===== config.mk =====
export PLATFORM = sky130hd
export DESIGN_NAME = tra_arbiter
export DESIGN_NICKNAME = d
export VERILOG_FILES = /design/src/hdl/tra_pkg.sv /design/src/hdl/tra_thresh.sv /design/src/hdl/tra_arbiter.sv
export SDC_FILE = /design/constraint.sdc
export NUM_CORES = 1
export LEC_CHECK = 0
export BUFFER_PORTS_ARGS = -buffer_cell sky130_fd_sc_hd__buf_2
export CAP_MARGIN = 10
export CORE_MARGIN = 5
export CORE_UTILIZATION = 39
export CTS_CLUSTER_DIAMETER = 100
export CTS_CLUSTER_SIZE = 40
export DETAILED_ROUTE_END_ITERATION = 16
export HOLD_SLACK_MARGIN = 0.02
export PLACE_DENSITY = 0.82
export SYNTH_ARGS = -nofsm -noshare
export SYNTH_HDL_FRONTEND = slang
export SYNTH_HIERARCHICAL = 1
export SYNTH_SLANG_ARGS = --single-unit
export TNS_END_PERCENT = 10

===== constraint.sdc =====
create_clock -name clk_i -period 6.14 [get_ports clk_i]
set_clock_uncertainty 0.15 [all_clocks]
set_input_delay 0.307 -clock clk_i [delete_from_list [all_inputs] [get_ports clk_i]]
set_output_delay 0.307 -clock clk_i [all_outputs]
set_load 0.05 [all_outputs]

===== src/hdl/tra_pkg.sv =====
// Package with constants and types for the transmit/receive DMA arbiter
// Function
// - Transmit requests the bus to fetch or close a descriptor or for a setup packet.
// - Transmit also requests once its FIFO has room for one full data burst.
// - Receive requests the bus to fetch or close a descriptor.
// - Receive requests on a full burst in its FIFO, or at frame end with a short remainder.
// - Receive-space-low is set while free receive FIFO bytes are below the threshold.
// - Transmit-level-low is set while transmit FIFO data is below the threshold.
// - The threshold code selects one of 72, 96, 128 or 160 bytes.
// - No request gives no grant, and a lone requester is always granted.
// - Both requesting while not transmitting grants receive.
// - While transmitting, space-low clear grants transmit; space-low set, level-low clear grants receive.
// - Both lows set grants receive, or alternates round-robin in full duplex.
// - Transmit gets one burst window between two consecutive received packets.
// - Receive gets one burst window between two consecutive transmitted packets.
// - Bus mode register bit 1 sets receive/transmit priority, reset favouring receive.
package tra_pkg;
    // FIFO byte level width in bits
    localparam int LVL_W = 9;
    // Threshold byte levels by code
    localparam logic [LVL_W-1:0] THR_72 = 9'h048;
    localparam logic [LVL_W-1:0] THR_96 = 9'h060;
    localparam logic [LVL_W-1:0] THR_128 = 9'h080;
    localparam logic [LVL_W-1:0] THR_160 = 9'h0a0;
    // Bus mode register bit that sets priority
    localparam int PRIO_BIT = 1;
    // Reset value of priority bit: receive favoured
    localparam logic PRIO_RST = 1'h0;

    typedef enum logic [1:0] {
        TRA_IDLE = 2'b00,
        TRA_TX = 2'b01,
        TRA_RX = 2'b10
    } tra_state_t;

    typedef struct packed {
        tra_state_t st;
        logic rr_rx_last;
        logic rx_win_owed;
        logic tx_win_owed;
    } tra_regs_t;
endpackage


===== src/hdl/tra_thresh.sv =====
`timescale 1ns/100ps
// Threshold decode and both FIFO level comparisons
module tra_thresh
    import tra_pkg::*;
(
    // Threshold code and levels
    input wire logic [1:0] thr_code_i,
    input wire logic [LVL_W-1:0] rx_free_i,
    input wire logic [LVL_W-1:0] tx_level_i,
    // Comparison results
    output logic rx_space_low_o,
    output logic tx_level_low_o
);
    logic [LVL_W-1:0] thr;

    // Code to byte level
    always_comb begin
        unique case (thr_code_i)
            2'h0: thr = THR_72;
            2'h1: thr = THR_96;
            2'h2: thr = THR_128;
            2'h3: thr = THR_160;
        endcase
    end

    // Both compare against the same threshold
    assign rx_space_low_o = rx_free_i < thr;
    assign tx_level_low_o = tx_level_i < thr;
endmodule


===== src/hdl/tra_arbiter.sv =====
`timescale 1ns/100ps
// Transmit/receive DMA bus arbiter with burst hold and packet windows
module tra_arbiter
    import tra_pkg::*;
(
    // Clock and synchronous reset (hardware or software)
    input wire logic clk_i,
    input wire logic rst_i,
    // Configuration from the bus mode and operating registers
    input wire logic [1:0] bus_mode_register_i,
    input wire logic [1:0] thr_code_i,
    input wire logic full_duplex_i,
    // Transmit side conditions
    input wire logic tx_desc_fetch_i,
    input wire logic tx_desc_close_i,
    input wire logic tx_setup_i,
    input wire logic tx_room_burst_i,
    input wire logic [LVL_W-1:0] tx_level_i,
    input wire logic tx_active_i,
    input wire logic tx_pkt_end_i,
    // Receive side conditions
    input wire logic rx_desc_fetch_i,
    input wire logic rx_desc_close_i,
    input wire logic rx_burst_ready_i,
    input wire logic rx_frame_end_i,
    input wire logic rx_data_left_i,
    input wire logic [LVL_W-1:0] rx_free_i,
    input wire logic rx_pkt_end_i,
    // Burst completion from the bus engine
    input wire logic burst_done_i,
    // Requests, grants and indications
    output logic tx_req_o,
    output logic rx_req_o,
    output logic tx_gnt_o,
    output logic rx_gnt_o,
    output logic rx_space_low_o,
    output logic tx_level_low_o
);
    tra_regs_t r_ff;
    tra_regs_t nxt_r;
    logic tx_req;
    logic rx_req;
    logic pick_rx;
    logic tx_prio;

    // Level comparisons live in a small leaf
    tra_thresh tra_thresh_i (
        .thr_code_i(thr_code_i),
        .rx_free_i(rx_free_i),
        .tx_level_i(tx_level_i),
        .rx_space_low_o(rx_space_low_o),
        .tx_level_low_o(tx_level_low_o)
    );

    // Request formation for each side
    assign tx_req = tx_desc_fetch_i | tx_desc_close_i | tx_setup_i
        | tx_room_burst_i;
    assign rx_req = rx_desc_fetch_i | rx_desc_close_i
        | rx_burst_ready_i | (rx_frame_end_i & rx_data_left_i);
    assign tx_req_o = tx_req;
    assign rx_req_o = rx_req;
    // Set bit swaps the default preference to transmit
    assign tx_prio = bus_mode_register_i[PRIO_BIT];

    // Contested decision; windows override the table
    always_comb begin
        if (r_ff.tx_win_owed) begin
            pick_rx = 1'b0;
        end else if (r_ff.rx_win_owed) begin
            pick_rx = 1'b1;
        end else if (!tx_active_i) begin
            pick_rx = !tx_prio;
        end else if (!rx_space_low_o) begin
            pick_rx = 1'b0;
        end else if (!tx_level_low_o) begin
            pick_rx = 1'b1;
        end else if (full_duplex_i) begin
            pick_rx = !r_ff.rr_rx_last;
        end else begin
            pick_rx = !tx_prio;
        end
    end

    // Next state: decide only when idle, hold until burst done
    always_comb begin
        nxt_r = r_ff;
        // Packet end arms the other side's window; a burst clears it
        if (rx_pkt_end_i) begin
            nxt_r.tx_win_owed = 1'b1;
        end
        if (tx_pkt_end_i) begin
            nxt_r.rx_win_owed = 1'b1;
        end
        unique case (r_ff.st)
            TRA_IDLE: begin
                if (tx_req && rx_req) begin
                    nxt_r.st = pick_rx ? TRA_RX : TRA_TX;
                    nxt_r.rr_rx_last = pick_rx;
                end else if (rx_req) begin
                    nxt_r.st = TRA_RX;
                    nxt_r.rr_rx_last = 1'b1;
                end else if (tx_req) begin
                    nxt_r.st = TRA_TX;
                    nxt_r.rr_rx_last = 1'b0;
                end
            end
            TRA_TX: begin
                if (burst_done_i) begin
                    nxt_r.st = TRA_IDLE;
                    // Only the window itself is used up, not later ends
                    if (!rx_pkt_end_i) begin
                        nxt_r.tx_win_owed = 1'b0;
                    end
                end
            end
            TRA_RX: begin
                if (burst_done_i) begin
                    nxt_r.st = TRA_IDLE;
                    if (!tx_pkt_end_i) begin
                        nxt_r.rx_win_owed = 1'b0;
                    end
                end
            end
            default: nxt_r.st = TRA_IDLE;
        endcase
    end

    // State register; reset forgets all history
    always_ff @(posedge clk_i) begin
        if (rst_i) begin
            r_ff <= '{st: TRA_IDLE, rr_rx_last: 1'b0,
                rx_win_owed: 1'b0, tx_win_owed: 1'b0};
        end else begin
            r_ff <= nxt_r;
        end
    end

    // Grants decode straight from state
    assign tx_gnt_o = (r_ff.st == TRA_TX);
    assign rx_gnt_o = (r_ff.st == TRA_RX);

    // Reset leaves no grant
    a_reset_idle: assert property (@(posedge clk_i)
        rst_i |=> !tx_gnt_o && !rx_gnt_o)
        else $error("grant present after reset");
    // Grant held until burst done
    a_grant_hold: assert property (@(posedge clk_i) disable iff (rst_i)
        tx_gnt_o && !burst_done_i |=> tx_gnt_o)
        else $error("transmit grant dropped mid burst");
    a_grant_rx_hold: assert property (@(posedge clk_i) disable iff (rst_i)
        rx_gnt_o && !burst_done_i |=> rx_gnt_o)
        else $error("receive grant dropped mid burst");
    // Nothing requested from idle means no grant
    a_no_req_idle: assert property (@(posedge clk_i) disable iff (rst_i)
        !tx_gnt_o && !rx_gnt_o && !tx_req && !rx_req
        |=> !tx_gnt_o && !rx_gnt_o)
        else $error("grant without request");
    // A lone request from either side gets that side
    a_lone_rx: assert property (@(posedge clk_i) disable iff (rst_i)
        !tx_gnt_o && !rx_gnt_o && rx_req && !tx_req |=> rx_gnt_o)
        else $error("lone receive request not granted");
    a_lone_tx: assert property (@(posedge clk_i) disable iff (rst_i)
        !tx_gnt_o && !rx_gnt_o && tx_req && !rx_req |=> tx_gnt_o)
        else $error("lone transmit request not granted");
    // Idle contest without transmission, windows or priority bit goes to receive
    a_idle_rx_pref: assert property (@(posedge clk_i) disable iff (rst_i)
        !tx_gnt_o && !rx_gnt_o && tx_req && rx_req && !tx_active_i
        && !tx_prio && !r_ff.tx_win_owed && !r_ff.rx_win_owed |=> rx_gnt_o)
        else $error("receive not preferred when idle");
    // Transmitting with space fine favours transmit
    a_tx_space_ok: assert property (@(posedge clk_i) disable iff (rst_i)
        !tx_gnt_o && !rx_gnt_o && tx_req && rx_req && tx_active_i
        && !rx_space_low_o && !r_ff.tx_win_owed && !r_ff.rx_win_owed
        |=> tx_gnt_o)
        else $error("transmit not chosen with receive space fine");
    // Full duplex round robin gives a contest to the side not granted last
    a_rr_alt: assert property (@(posedge clk_i) disable iff (rst_i)
        !tx_gnt_o && !rx_gnt_o && tx_req && rx_req && tx_active_i
        && rx_space_low_o && tx_level_low_o && full_duplex_i
        && !r_ff.tx_win_owed && !r_ff.rx_win_owed
        |=> rx_gnt_o == !$past(r_ff.rr_rx_last))
        else $error("round robin did not alternate");
    // Owed transmit window wins a contest
    a_tx_window: assert property (@(posedge clk_i) disable iff (rst_i)
        !tx_gnt_o && !rx_gnt_o && tx_req && rx_req && r_ff.tx_win_owed
        |=> tx_gnt_o)
        else $error("transmit window not honoured");
    // Receive request follows frame end with data left
    a_req_map: assert property (@(posedge clk_i) disable iff (rst_i)
        rx_frame_end_i && rx_data_left_i |-> rx_req_o)
        else $error("receive request missing at frame end");
    // Space low with level fine hands the contest to receive
    a_rx_space_pref: assert property (@(posedge clk_i) disable iff (rst_i)
        !tx_gnt_o && !rx_gnt_o && tx_req && rx_req && tx_active_i
        && rx_space_low_o && !tx_level_low_o
        && !r_ff.tx_win_owed && !r_ff.rx_win_owed |=> rx_gnt_o)
        else $error("receive not chosen with receive space low");
    // Both low in half duplex with receive preferred goes to receive
    a_both_low_pref: assert property (@(posedge clk_i) disable iff (rst_i)
        !tx_gnt_o && !rx_gnt_o && tx_req && rx_req && tx_active_i
        && rx_space_low_o && tx_level_low_o && !full_duplex_i && !tx_prio
        && !r_ff.tx_win_owed && !r_ff.rx_win_owed |=> rx_gnt_o)
        else $error("receive not chosen with both levels low");
    // Owed receive window wins a contest when no transmit window waits
    a_rx_window: assert property (@(posedge clk_i) disable iff (rst_i)
        !tx_gnt_o && !rx_gnt_o && tx_req && rx_req
        && !r_ff.tx_win_owed && r_ff.rx_win_owed |=> rx_gnt_o)
        else $error("receive window not honoured");
    // Priority bit set swaps the idle contest to transmit
    a_tx_prio_idle: assert property (@(posedge clk_i) disable iff (rst_i)
        !tx_gnt_o && !rx_gnt_o && tx_req && rx_req && !tx_active_i
        && tx_prio && !r_ff.tx_win_owed && !r_ff.rx_win_owed |=> tx_gnt_o)
        else $error("transmit not preferred with priority bit set");
    // Packet ends always arm the window, even against a clearing burst
    a_tx_win_arm: assert property (@(posedge clk_i) disable iff (rst_i)
        rx_pkt_end_i |=> r_ff.tx_win_owed)
        else $error("transmit window not armed");
    a_rx_win_arm: assert property (@(posedge clk_i) disable iff (rst_i)
        tx_pkt_end_i |=> r_ff.rx_win_owed)
        else $error("receive window not armed");
    // A finished transmit burst uses the window up
    a_tx_win_used: assert property (@(posedge clk_i) disable iff (rst_i)
        tx_gnt_o && burst_done_i && !rx_pkt_end_i |=> !r_ff.tx_win_owed)
        else $error("transmit window kept after its burst");
    // Decisions only between bursts: one idle cycle after each burst
    a_idle_gap: assert property (@(posedge clk_i) disable iff (rst_i)
        (tx_gnt_o || rx_gnt_o) && burst_done_i |=> !tx_gnt_o && !rx_gnt_o)
        else $error("no idle cycle after burst");
    // Never both sides on the bus at once
    a_grant_excl: assert property (@(posedge clk_i) disable iff (rst_i)
        !(tx_gnt_o && rx_gnt_o))
        else $error("both sides granted");
endmodule


==> run_results.csv <==
group,metric,value,unit
floorplanning,die_h,46.2,um
routing,post_drt_via_cell_ratio,5.08,
routing,drtPass1Iterations,3,
worst_hold_path,min_path_type,"in2reg",
clock_network,clockRootBuffer,"clkbuf_4",
logic_synthesis,postSynthNetCount,104,
global_route,antenna_found_initial,0,
outcome,outcome,"finished clean",
sta,worstMarginPinSlew,0.353,ns
setup_path,path_buf_inv,3,
sta,fmax,470,MHz
global_route,globalRouteOverflowTotal,0,
clock_network,htreeDepth,1,
global_route,met3_usage,4.69,%
floorplanning,core,1270,um^2
layout,nets,144,
routing,final_antenna_net_count,0,
setup_path,crit_chain,"buf_2 -> inv_1 -> ha_1 -> o41ai_2 -> a21oi_1 -> a2111oi_2 -> buf_2",
layout,largest_reg_flops,5,
clock_network,post_cts_resized,0,
placed_design,gp_congestion,0.756,
layout,fillers,131,
clock_network,cts.sinks,5,
clock_network,clk_pin_slew_worst_paths,0.05,ns
floorplanning,initial_utilization,40.3,%
routing,routed_wl,1280,um
setup_path,crit_family,"compound AO/OA/AOI/OAI gates",
logic_synthesis,synth_area,512,um^2
placed_design,placed_cell_area,701,um^2
global_route,busiest_layer,"met2",
floorplanning,fp-row-count,13,
setup_path,critical_path_class,"in2out",
routing,drt_first_iter_violations,6,
clock_network,hold_buffers,0,
logic_synthesis,synth_top_area_share,22.0,%
floorplanning,die_area,2140,um^2
sta,hold_viol_final,0,
pwr,power_leakage,0.359,nW
global_route,grt_max_degree,8,
sta,setup_violations,0,
layout,final_cell_area,727,um^2
logic_synthesis,yosysSeqAreaShare,19.6,%
layout,drive_above_1_share,52.1,%
sta,period_minus_slack,2.13,ns
setup_path,end_kind,"output pin",
clock_network,cts_buffers,3,
clock_network,cts_setup_buffers,0,
setup_path,cp.arrival,1.67,ns
flow_run,max-cap-violations,0,
setup_path,startpoint_type,"input pin",
routing,routedWlPerCell,11.5,um
global_route,track_usage,14.0,%
floorplanning,io_pins,44,
layout,top_register,"r_ff",
layout,reg_top3,"r_ff (5)",
logic_synthesis,synth.area.top_cells,"ha_1, dfxtp_1, a2111oi_2",
global_route,grt_pass1_wl,2100,um
pwr,ir_drop,138,uV
sta,slew_headroom,76.2,%
clock_network,cts_tree,"yes",
global_route,met2_usage,25.5,%
setup_path,max_stage_delay,0.40,ns
logic_synthesis,synth-seq-cells,5,
setup_path,crit_fanout,3,
logic_synthesis,yosysWarnings,6,
clock_network,clkLatencyLatePin,0.25,ns
layout,n_antenna_cell,0,
layout,syn_to_final_growth,42.1,%
sta,slew_viol_final,0,
placed_design,dp_hpwl,1140,um
setup_path,cp.required,5.68,ns
logic_synthesis,synth-edff-count,0,
floorplanning,die_w,46.2,um
routing,drcViolationCount,0,
setup_path,crit_top_cell,"buf_2",
logic_synthesis,postSynthCellCount,57,
placed_design,port-buffer-count,36,
logic_synthesis,synthFlopType,"dfxtp_1",
clock_network,ctsLongestPathBuffers,2,
sta,tns,0,ns
sta,fin_crit_sh,34.7,%
pwr,p_per_area,203,nW/um^2
logic_synthesis,ys_types,26,
logic_synthesis,yosysTopAreaCell,"ha_1",
setup_path,cp_slowest_cell,"a2111oi_2",
routing,vias,564,
global_route,gr-usage-met1,13.2,%
logic_synthesis,avgSynthCellArea,8.98,um^2
global_route,grt_pass1_vias,540,
sta,rsz0062_at_grt,"no",
logic_synthesis,synthArstFlopShare,0,%
[metrics by stage]
| stage | hold slack, ns | instances | setup WS, ns | total power, mW | utilization [%] |
|---|---|---|---|---|---|
| 5_1_grt | 0.140 | 111 | 3.87 | 0.160 | 57.3 |
| 6_report | 0.115 | 111 | 4.01 | 0.147 | 57.3 |
| 2_1_floorplan | 0.226 | 57 | 2.93 | 0.0889 | - |
| 4_1_cts | 0.120 | 111 | 3.99 | 0.148 | 57.3 |
| 3_5_place_dp | 0.297 | 107 | 3.86 | 0.108 | 55.2 |
| 3_3_place_gp | 0.288 | 107 | 3.91 | 0.106 | 55.2 |
[logic make-up after synthesis]
logic type	synth area share (%)
compound gates	33.0
flops	19.6
mux	2.20
buf+inv	7.09
fa+ha+maj	22.0
simple gates	16.1
[cell usage after synthesis (2+ instances only)]
| master | count |
|---|---|
| o21ai_0 | 2 |
| ha_1 | 9 |
| inv_1 | 7 |
| nand2b_1 | 2 |
| nand2_1 | 6 |
| a2111oi_2 | 2 |
| a21oi_1 | 5 |
| dfxtp_1 | 5 |
| nor2_1 | 2 |
[routing by layer]
metal / vias to the layer above / part of all wire (%)
met5: - / 0
met4: 0 / 2.0
met3: 4 / 13
met2: 23 / 49
met1: 247 / 36
li1: 290 / -
[where the power goes]
part | switching, mW | leakage (nW) | internal [mW]
Clock | 0.0152 | 0.0150 | 0.0247
Sequential | 0.00281 | 0.0415 | 0.0370
Combinational | 0.0396 | 0.303 | 0.0279
Total | 0.0577 | 0.359 | 0.0897
[cells in the final DEF (no fill, tap or decap), types with 3 or more instances in the layout]
master / synthesis / routed
a21oi_1: 5 / 5
buf_2: 0 / 36
clkbuf_4: 0 / 3
dfxtp_1: 5 / 5
ha_1: 9 / 9
inv_1: 7 / 7
nand2_1: 6 / 6
[final timing paths]
check                             from                   end  slack (ns)  cells after the start
setup reg to reg  r_ff[3]$_SDFFE_PP0P_  r_ff[4]$_SDFFE_PP0P_        4.54                      6
hold reg to reg   r_ff[2]$_SDFFE_PP0P_  r_ff[2]$_SDFFE_PP0P_        0.30                      2
setup / recovery         thr_code_i[0]        tx_level_low_o        4.01                      7
hold / removal            tx_pkt_end_i    r_ff[1]$_SDFF_PP0_        0.12                      3
[cell type report]
type	instances	area, um^2	area share [%]
Clock buffer	4	26.3	3.61
Timing Repair Buffer	36	180	24.8
Sequential cell	5	100	13.8
Inverter	7	26.3	3.61
Multi-Input combinational cell	44	375	51.6
Tap cell	15	18.8	2.58
[tightest hold or removal path: cells and delay by family]
kind / cells / cell delay [ns]
AOI/OAI and AO/OA: 1 / 0.03
buffers and inverters: 1 / 0.08
and+or+nand+nor: 1 / 0.06
(Power assumes the default switching activity.)
